===== src/shared/lpic_defines.svh =====
`ifndef LPIC_DEFINES_SVH
`define LPIC_DEFINES_SVH
// ==========================================================================
// Register offsets.
`define LPIC_ADDR_PERSIST 8'h0C
`define LPIC_ADDR_WAITCFG 8'h0D
`define LPIC_ADDR_PULSE 8'h0E
`define LPIC_ADDR_DRIVE 8'h0F
`define LPIC_ADDR_IDENT 8'h12
// ==========================================================================
// Field positions and values.
`define LPIC_PERS_NEAR_HI 7
`define LPIC_PERS_NEAR_LO 4
`define LPIC_PERS_CLR_HI 3
`define LPIC_PERS_CLR_LO 0
`define LPIC_WAIT_STRETCH_BIT 1
`define LPIC_DRIVE_HI 7
`define LPIC_DRIVE_LO 6
`define LPIC_GAIN_HI 1
`define LPIC_GAIN_LO 0
`define LPIC_RESET_VALUE 8'h00
`define LPIC_WAIT_STRETCH 4'hC
`define LPIC_CLR_DIRECT_MAX 4'h3
`define LPIC_CLR_STEP 6'h05
`define LPIC_CLR_BASE 4'h3
`define LPIC_CLR_DIRECT_RUN 6'h03
`define LPIC_CLR_TOP_CODE 4'hF
`define LPIC_CLR_TOP_RUN 6'h3C
// Arbitrary neutral part code.
`define LPIC_PART_CODE 8'hA5
`endif


===== src/shared/lpic_pkg.sv =====
// ==========================================================================
// Types shared by the register bank.
package lpic_pkg;
  // Register access port: one write or read per strobe.
  typedef struct packed {
    logic wr;
    logic rd;
    logic [7:0] addr;
    logic [7:0] wdata;
  } lpic_req_t;
  // One finished measurement cycle of a channel.
  typedef struct packed {
    logic done;
    logic [15:0] value;
    logic [15:0] low_thr;
    logic [15:0] high_thr;
  } lpic_result_t;
  // Settings forwarded to the analog block.
  typedef struct packed {
    logic [1:0] led_sink_strength;
    logic [1:0] colour_gain_select;
    logic [7:0] led_pulse_count;
    logic [11:0] wait_units;
  } lpic_analog_t;
endpackage


===== src/design/lpic_regs.sv =====
`include "lpic_defines.svh"
module lpic_regs
  import lpic_pkg::*;
(
  input wire logic i_clk,
  input wire logic i_rst_n,
  input wire lpic_req_t i_req,
  input wire logic [7:0] i_wait_period_count,
  input wire logic i_near_irq_permit,
  input wire logic i_clear_irq_permit,
  input wire lpic_result_t i_near,
  input wire lpic_result_t i_clear,
  output logic [7:0] o_rdata,
  output lpic_analog_t o_analog,
  output logic o_near_irq,
  output logic o_clear_irq,
  output logic o_irq
);
  logic [7:0] interrupt_persistence;
  logic [7:0] wait_scale_config;
  logic [7:0] led_pulse_count;
  logic [7:0] analog_drive_gain;
  logic [5:0] near_count;
  logic [5:0] clear_count;
  logic near_out;
  logic clear_out;
  logic [5:0] near_need;
  logic [5:0] clear_need;
  logic [5:0] next_near_count;
  logic [5:0] next_clear_count;

  // Out-of-range test shared by both channels.
  function automatic logic out_of_range(input lpic_result_t r);
    return (r.value < r.low_thr) || (r.value > r.high_thr);
  endfunction

  // Saturating increment of a run counter.
  function automatic logic [5:0] bump(input logic [5:0] c);
    return (c == 6'h3F) ? c : c + 6'h01;
  endfunction

  // ==========================================================================
  // Register writes; unused bits are stored as written.
  always_ff @(posedge i_clk or negedge i_rst_n) begin
    if (!i_rst_n) begin
      interrupt_persistence <= `LPIC_RESET_VALUE;
      wait_scale_config <= `LPIC_RESET_VALUE;
      led_pulse_count <= `LPIC_RESET_VALUE;
      analog_drive_gain <= `LPIC_RESET_VALUE;
    end else if (i_req.wr) begin
      case (i_req.addr)
        `LPIC_ADDR_PERSIST: interrupt_persistence <= i_req.wdata;
        `LPIC_ADDR_WAITCFG: wait_scale_config <= i_req.wdata;
        `LPIC_ADDR_PULSE: led_pulse_count <= i_req.wdata;
        `LPIC_ADDR_DRIVE: analog_drive_gain <= i_req.wdata;
        default: ;
      endcase
    end
  end

  // ==========================================================================
  // Read data, registered; unmapped addresses read zero.
  always_ff @(posedge i_clk or negedge i_rst_n) begin
    if (!i_rst_n) begin
      o_rdata <= `LPIC_RESET_VALUE;
    end else if (i_req.rd) begin
      case (i_req.addr)
        `LPIC_ADDR_PERSIST: o_rdata <= interrupt_persistence;
        `LPIC_ADDR_WAITCFG: o_rdata <= wait_scale_config;
        `LPIC_ADDR_PULSE: o_rdata <= led_pulse_count;
        `LPIC_ADDR_DRIVE: o_rdata <= analog_drive_gain;
        `LPIC_ADDR_IDENT: o_rdata <= `LPIC_PART_CODE;
        default: o_rdata <= `LPIC_RESET_VALUE;
      endcase
    end
  end

  // ==========================================================================
  // Analog settings, registered each clock from the registers; wait units come from the wait period count input.
  always_ff @(posedge i_clk or negedge i_rst_n) begin
    if (!i_rst_n) begin
      o_analog <= '0;
    end else begin
      // drive code 00..11 is 100, 50, 25, 12.5 mA.
      o_analog.led_sink_strength <= analog_drive_gain[`LPIC_DRIVE_HI:`LPIC_DRIVE_LO];
      // gain code 00..11 is 1x, 4x, 16x, 60x.
      o_analog.colour_gain_select <= analog_drive_gain[`LPIC_GAIN_HI:`LPIC_GAIN_LO];
      o_analog.led_pulse_count <= led_pulse_count;
      // stretched wait counts twelve units per step.
      // units of the base wait period.
      o_analog.wait_units <= wait_scale_config[`LPIC_WAIT_STRETCH_BIT]
        ? 12'(({4'h0, i_wait_period_count}) * 12'(`LPIC_WAIT_STRETCH))
        : {4'h0, i_wait_period_count};
    end
  end

  // ==========================================================================
  // Required run lengths per channel.
  always_comb begin
    near_need = {2'b00, interrupt_persistence[`LPIC_PERS_NEAR_HI:`LPIC_PERS_NEAR_LO]};
    if (interrupt_persistence[`LPIC_PERS_CLR_HI:`LPIC_PERS_CLR_LO] <= `LPIC_CLR_DIRECT_MAX) begin
      clear_need = {2'b00, interrupt_persistence[`LPIC_PERS_CLR_HI:`LPIC_PERS_CLR_LO]};
    end else begin
      clear_need = 6'((interrupt_persistence[`LPIC_PERS_CLR_HI:`LPIC_PERS_CLR_LO] - `LPIC_CLR_BASE)
                   * `LPIC_CLR_STEP);
    end
  end

  // Next run counts.
  always_comb begin
    near_out = out_of_range(i_near);
    clear_out = out_of_range(i_clear);
    next_near_count = near_count;
    next_clear_count = clear_count;
    if (i_near.done) begin
      next_near_count = near_out ? bump(near_count) : 6'h00;
    end
    if (i_clear.done) begin
      next_clear_count = clear_out ? bump(clear_count) : 6'h00;
    end
  end

  // ==========================================================================
  // separate counters per channel.
  always_ff @(posedge i_clk or negedge i_rst_n) begin
    if (!i_rst_n) begin
      near_count <= 6'h00;
      clear_count <= 6'h00;
    end else begin
      near_count <= next_near_count;
      clear_count <= next_clear_count;
    end
  end

  // Qualified interrupts are sticky until the permit bit drops.
  always_ff @(posedge i_clk or negedge i_rst_n) begin
    if (!i_rst_n) begin
      o_near_irq <= 1'b0;
      o_clear_irq <= 1'b0;
    end else begin
      if (i_near_irq_permit && i_near.done &&
          (near_need == 6'h00 || next_near_count >= near_need)) begin
        o_near_irq <= 1'b1;
      end else if (!i_near_irq_permit) begin
        o_near_irq <= 1'b0;
      end
      if (i_clear_irq_permit && i_clear.done &&
          (clear_need == 6'h00 || next_clear_count >= clear_need)) begin
        o_clear_irq <= 1'b1;
      end else if (!i_clear_irq_permit) begin
        o_clear_irq <= 1'b0;
      end
    end
  end

  // Combined interrupt output.
  assign o_irq = o_near_irq | o_clear_irq;
endmodule


===== config.mk =====
export PLATFORM = sky130hd
export DESIGN_NAME = lpic_regs
export DESIGN_NICKNAME = d
export VERILOG_FILES = /design/src/shared/lpic_pkg.sv /design/src/design/lpic_regs.sv
export VERILOG_INCLUDE_DIRS = /design/src /design/src/shared
export SDC_FILE = /design/constraint.sdc
export NUM_CORES = 1
export LEC_CHECK = 0
export ABC_AREA = 1
export BUFFER_PORTS_ARGS = -buffer_cell sky130_fd_sc_hd__clkbuf_2
export CAP_MARGIN = 10
export CORE_AREA = 5 5 106 108
export DETAILED_ROUTE_END_ITERATION = 10
export DIE_AREA = 0 0 111 113
export PLACE_DENSITY = 0.83
export SETUP_SLACK_MARGIN = 0.3
export SLEW_MARGIN = 30
export SYNTH_ARGS = -nofsm -noshare
export SYNTH_HDL_FRONTEND = slang
export SYNTH_SLANG_ARGS = --single-unit

===== constraint.sdc =====
create_clock -name i_clk -period 5.7 [get_ports i_clk]
set_clock_uncertainty 0.15 [all_clocks]
set_input_delay 1.14 -clock i_clk [delete_from_list [all_inputs] [get_ports i_clk]]
set_output_delay 1.14 -clock i_clk [all_outputs]
set_load 0.005 [all_outputs]

=== Word level (Yosys, flattened, before mapping) ===
Cells that the tools add are included.
W data, S select, Z words.

* $mul: 2
* Equal/unequal tests: 9
* Multiplexer cells: 13
* Order comparisons: 7
* Reductions and logical operators: 14
* Bitwise gates (word level): 1
* Add/sub/neg operators: 3

{| class="wikitable"
|+ Operators with widths
! kind !! count
|-
| $mux W6 || 7
|-
| $pmux W8 S5 || 1
|-
| $eq A8 B4 Y1 const B || 4
|-
| $gt A16 B16 Y1 || 2
|-
| $lt A16 B16 Y1 || 2
|-
| $add A6 B1 Y6 const B || 2
|-
| $eq A6 B6 Y1 const B || 2
|-
| $logic_not A6 Y1 || 2
|-
| $mux W12 || 1
|-
| $mul A8 B2 Y10 const B || 1
|-
| $eq A8 B5 Y1 const B || 1
|-
| $reduce_and A2 Y1 || 4
|-
| $ge A6 B4 Y1 || 1
|-
| $ge A6 B6 Y1 || 1
|-
| $mul A6 B3 Y6 const B || 1
|-
| $sub A4 B2 Y5 const B || 1
|-
| $le A4 B2 Y1 const B || 1
|-
| $logic_and A1 B1 Y1 || 4
|-
| $logic_or A1 B1 Y1 || 4
|-
| $mux W1 || 4
|-
| $ne A2 B1 Y1 const B || 2
|-
| $or A1 B1 Y1 || 1
|}

* Input port bits: 128
* Output and inout bits: 35
* Word-level logic and storage cells: 62
* Bits in registers: 78

=== Depth between registers and ports, before layout ===
* Depth after elaboration: 8
* Gate-level depth with buffers: 24
* Depth with buffers taken out: 24

=== Worst setup path after synthesis ===
No wires, ideal clock.

* Path type: in2reg
* Start: in i_clear[15] in the netlist's numbering
* End: reg o_clear_irq
* Library setup time: 0.126 ns
* Data required time: 5.424 ns
* Stages on the path: 18
* Arrival: 3.117 ns
* Path buffers: 0
* Slack: 2.308 ns
* Cell sequence: inv_1 -> ha_1 -> nand2_1 -> nor4_1 -> nand4_1 -> nand2_1 -> nand2_1 -> nand2_1 -> o21ai_0 -> ha_1 -> inv_1 -> nor2_1 -> o21ai_0 -> o211ai_1 -> nor2_1 -> nand2_1 -> nand2_1 -> o21ai_0

* Word-level cells in the longest chain between the ends: 8
* Elaborated cells between the ends (all ways): 9
* Classes of those cells: 2 x order compare; 1 x eq/ne; 3 x mux; 3 x reduce/logical

{| class="wikitable"
|+ Ends and longest elaborated chain
! item !! line !! text
|-
| from (decl) || lpic_regs.sv:12 || <nowiki>input wire lpic_result_t i_clear,</nowiki>
|-
| $gt A16 B16 Y1 (*) || lpic_regs.sv:34 || <nowiki>return (r.value < r.low_thr) || (r.value > r.high_thr);</nowiki>
|-
| $logic_or A1 B1 Y1 (*) || lpic_regs.sv:34 ||
|-
| $mux W6 (*) || lpic_regs.sv:119 || <nowiki>next_clear_count = clear_out ? bump(clear_count) : 6'h00;</nowiki>
|-
| $mux W6 (*) || lpic_regs.sv:118 || <nowiki>if (i_clear.done) begin</nowiki>
|-
| via next_clear_count[1] || lpic_regs.sv:30 || <nowiki>logic [5:0] next_clear_count;</nowiki>
|-
| $ge A6 B6 Y1 (*) || lpic_regs.sv:148 || <nowiki>(clear_need == 6'h00 || next_clear_count >= clear_need)) begin</nowiki>
|-
| $logic_or A1 B1 Y1 (*) || lpic_regs.sv:148 ||
|-
| $logic_and A1 B1 Y1 (*) || lpic_regs.sv:147 || <nowiki>if (i_clear_irq_permit && i_clear.done &&</nowiki>
|-
| $ne A2 B1 Y1 (no source line) or $mux W1 (tied branches) || -- ||
|-
| to (signal assigned) || lpic_regs.sv:139 || <nowiki>o_clear_irq <= 1'b0;</nowiki>
|-
| to (signal assigned) || lpic_regs.sv:149 || <nowiki>o_clear_irq <= 1'b1;</nowiki>
|-
| to (signal assigned) || lpic_regs.sv:151 || <nowiki>o_clear_irq <= 1'b0;</nowiki>
|-
| to (decl) || lpic_regs.sv:16 || <nowiki>output logic o_clear_irq,</nowiki>
|}

The timed path passes the listed nets; every way through them passes the cells marked *.
A chain may end at the register's enable or synchronous reset.

=== Final worst setup path ===
* Start: reg interrupt_persistence[0]
* End: reg o_clear_irq

* Word-level cells in the longest chain between the ends: 7
* Elaborated cells between the ends (all ways): 10
* Classes of those cells: 1 x add/sub; 1 x mul; 2 x order compare; 1 x eq/ne; 2 x mux; 3 x reduce/logical

{| class="wikitable"
|+ Ends and longest elaborated chain
! item !! line !! text
|-
| from (decl) || lpic_regs.sv:19 || <nowiki>logic [7:0] interrupt_persistence;</nowiki>
|-
| from (signal assigned) || lpic_regs.sv:46 || <nowiki>interrupt_persistence <= `LPIC_RESET_VALUE;</nowiki>
|-
| from (signal assigned) || lpic_regs.sv:52 || <nowiki>`LPIC_ADDR_PERSIST: interrupt_persistence <= i_req.wdata;</nowiki>
|-
| $sub A4 B2 Y5 (no source line) || -- ||
|-
| $mul A6 B3 Y6 (no source line) || -- ||
|-
| $mux W6 (*) || lpic_regs.sv:101 || <nowiki>if (interrupt_persistence[`LPIC_PERS_CLR_HI:`LPIC_PERS_CLR_LO] <= `LPIC_CLR_DIRECT_MAX) begin</nowiki>
|-
| $ge A6 B6 Y1 or $logic_not A6 Y1 (tied branches) || lpic_regs.sv:148 ||
|-
| $logic_or A1 B1 Y1 (*) || lpic_regs.sv:148 ||
|-
| $logic_and A1 B1 Y1 (*) || lpic_regs.sv:147 ||
|-
| $ne A2 B1 Y1 (no source line) or $mux W1 (tied branches) || -- ||
|}

Every way passes the cells marked *; elsewhere a longest branch is shown, timed or not.

==> run metrics <==
Worst Path Arrival=approximately 3.5 ns; max cap viols=0; number of global-route vias before repair=about 5200; type of the tightest min-delay check=register to register; FF+latch area=a little under 0.002 sq mm; CTS H-Tree Depth=3; input/output buffers=162; slew margin rel.=54.4%; sink count of the clock tree=roughly 80; Commonest cells post-synth=173 x nand2_1, 142 x inv_1, 87 x ha_1, 78 x dfrtp_1, 46 x a21oi_1; CP Launch Type=register; antenna-violating nets left=0; Resized Gates After CTS=0; synth top area cells=dfrtp_1 34%, ha_1 19%, nand2_1 11%, inv_1 9.3%, a21oi_1 4.0%; Remaining DRCs=0; crit share post-route=around three fifths; top_reg_cell synth=dfrtp_1; Bufs and invs on worst path=1; final setup violation count=0; Initial Util=56.8%; adder-cell share of the synthesized area=19.6%; placed insts=a little over 1000; syn nets=948; total power=~1.5 mW; Non-Filler Instances=roughly 1000; Max Fclk=0.293 GHz; Mapped Cells=between 700 and 800; crit-path max cell delay=0.47 ns; dpl cell area=between 0.006 and 0.007 sq mm; Sw Ratio=about a third; post-DP HPWL=around 11000 um; yosys warns=0; CTS tree=built; post-DR wirelength/cell=12.8 um; most frequent CP cell=nand2_1; final setup TNS=0 ns; die area=between 0.01 and 0.015 sq mm; Filler cells=between 800 and 900; RR Startpoint=interrupt_persistence[0]; GRT Total Usage=between 20% and 30%; Reg2Reg Setup Slack=2.29 ns; R2R Path End=o_clear_irq; area of the multi-input gates=roughly 0.0032 sq mm; top-count cell post-synth=nand2_1; first-pass GRT wire length=around 23000 um; P_sw=about 500 uW; sequential group share of total power=around 42%; WL final=13200 um; Worst VDD drop=0.234 mV; Synth Area in Compound Gates=between 10% and 20%; worst path cell trace=nand2_1 > nand2_1 > xor2_1 > inv_1 > ha_1 > ha_1 > fa_1 > xnor2_1 > nand3b_1 > nand3_1 > ha_1 > nand2_1 > nor2_1 > o21ai_0 > o211ai_1 > nor2_1 > nand2_1 > nand2_1 > o21ai_0; Setup CP Type=register to register; Worst Hold Launch=led_pulse_count[4]; layout cells sized above 1=~25%; Hold Path Sink=o_analog[16]; unrepaired setup endpoints after global routing=false; gpl congestion=around 0.92; top cell type's share of synthesized area=33.9%; #FFs+latches synth=78; Final Max Slew Viols=0; CP max stage cell=dfrtp_1; Final Hold Fails=0; initial antenna violation count=0; final instance area=0.00690 sq mm; Mean Syn Cell Area=7.87 sq um; Pleak=just over 4 nW; post-synthesis mux area share=0.370%; CP max FO=6; post-DR vias/cell=approximately 5; xor and xnor area share after synthesis=0.913%; antenna cell count=0; Worst-path clk slew=~0.090 ns; Clk Latency, worst-skew pair=0.35 ns; Power Density=219 mW/mm^2; R2R depth=19; crit-path leading delay family=adder cells; number of distinct library cells after synthesis=39; Netlist Area Pre-Place=roughly 0.0058 sq mm; worst slew pin tran=roughly 0.7 ns; worst path required time=5.77 ns; Die Y=113 um; Post-synth EDFFs=0; post-synthesis simple-gate area fraction=between 20% and 30%; run status=finished, final reports clean; Pre-Repair DR Iteration Count=5; area leader, netlist=dfrtp_1; grt ovf=0; total CTS buffers=9; type of destination of the critical path=register; Layout Nets=approximately 1100; Clk network pwr share=between 20% and 30%; cell internal pwr=just over 1 mW; crit path time final=~3.4 ns; Async SR Flop Fraction=100%; Setup Fix Bufs, Post-CTS=0; combinational share of power=between 30% and 40%; sequential element share of the synthesized area=~34%; largest net degree at the start of global routing=79; I/O pin total=163; largest family of logic cells by synthesized area=simple AND/OR/NAND/NOR gates; core area=a little over 0.01 sq mm; site row count=37; chip width=between 100 and 150 um; root buf cell=clkbuf_8; area grow syn2layout=19.8%; drt initial violations=roughly 220; CTS hold repair buffers=0; hold path depth=0; via count=~5200; Clock Tree Buf Depth=2
[state kept, by name, summed over array words and instances, names as in the netlist]
register	flops
o_analog	24
analog_drive_gain	8
interrupt_persistence	8
led_pulse_count	8
o_rdata	8
wait_scale_config	8
clear_count	6
near_count	6
o_clear_irq	1
o_near_irq	1
[metrics by stage]
| stage | worst slack [ns] | hold slack [ns] | utilization [%] |
|---|---|---|---|
| final | 2.29 | 0.259 | 68.0 |
| after CTS | 2.26 | 0.264 | 68.0 |
| after floorplan | 2.31 | 0.224 | - |
| after detailed placement | 1.95 | 0.248 | 66.0 |
| after global routing | 1.92 | 0.273 | 68.0 |
| after global placement | 2.06 | 0.241 | 66.0 |
[layout by cell type (no fill, tap or decap), types with 6 or more instances in the layout]
master / instances
nand2_1: 173
clkbuf_2: 161
inv_1: 142
ha_1: 87
dfrtp_1: 78
a21oi_1: 46
o21ai_0: 42
nor2_1: 34
nand3_1: 28
o21ai_2: 24
nand4_1: 9
nor3_1: 9
clkbuf_8: 9
nand2_2: 6
[final cells by class]
type | instances | share of cell area (%)
multi-input combinational | 504 | 46.7
sequential | 78 | 28.3
timing repair buffer | 162 | 11.8
inverter | 142 | 7.73
tap | 136 | 2.47
clock buffer | 9 | 1.80
clock inverter | 7 | 1.18
[layer usage]
layer  GRT usage [%]  vias up  wire (um)
li1                -     2701          -
met1            27.0     2309       5800
met2            38.1      162       6350
met3            4.49       20        830
met4            6.98        0        262
met5               0        -          0
[worst max path at each step]
stage / from / to / slack (ns) / cells past startpoint
detailed placement: i_clear[15] / o_clear_irq / 1.95 / 19
global route: interrupt_persistence[0] / o_clear_irq / 1.92 / 19
global placement: i_clear[15] / o_clear_irq / 2.06 / 19
floorplan: i_clear[15] / o_clear_irq / 2.31 / 18
finish: interrupt_persistence[0] / o_clear_irq / 2.29 / 19
CTS: interrupt_persistence[0] / o_clear_irq / 2.26 / 19
[cells by family (layout without fill, tap and decap cells)]
family                     after synthesis  count (layout)
DFF                                     78              78
and+or+nand+nor                        277             277
muxes                                    2               2
AOI/OAI and AO/OA                      130             130
buffers and inverters                  149             320
adders and majority gates               89              89
xor gates and xnor gates                 6               6
[worst register-to-register path: cells and delay by family, from the launching register on]
kind	cells	cell delay [ns]
compound gates	3	0.23
xor+xnor	2	0.42
fa+ha+maj	4	1.18
buf+inv	1	0.07
flops	1	0.47
simple gates	9	0.79
[power by group through the flow]
stage | combinational [mW] | sequential (mW) | clock (mW)
after detailed placement | 0.456 | 0.652 | 0
after CTS | 0.461 | 0.641 | 0.431
after global routing | 0.541 | 0.648 | 0.452
after global placement | 0.436 | 0.650 | 0
after floorplan | 0.305 | 0.643 | 0
final | 0.456 | 0.640 | 0.417
No activity file was read; power rests on OpenSTA's default activity.
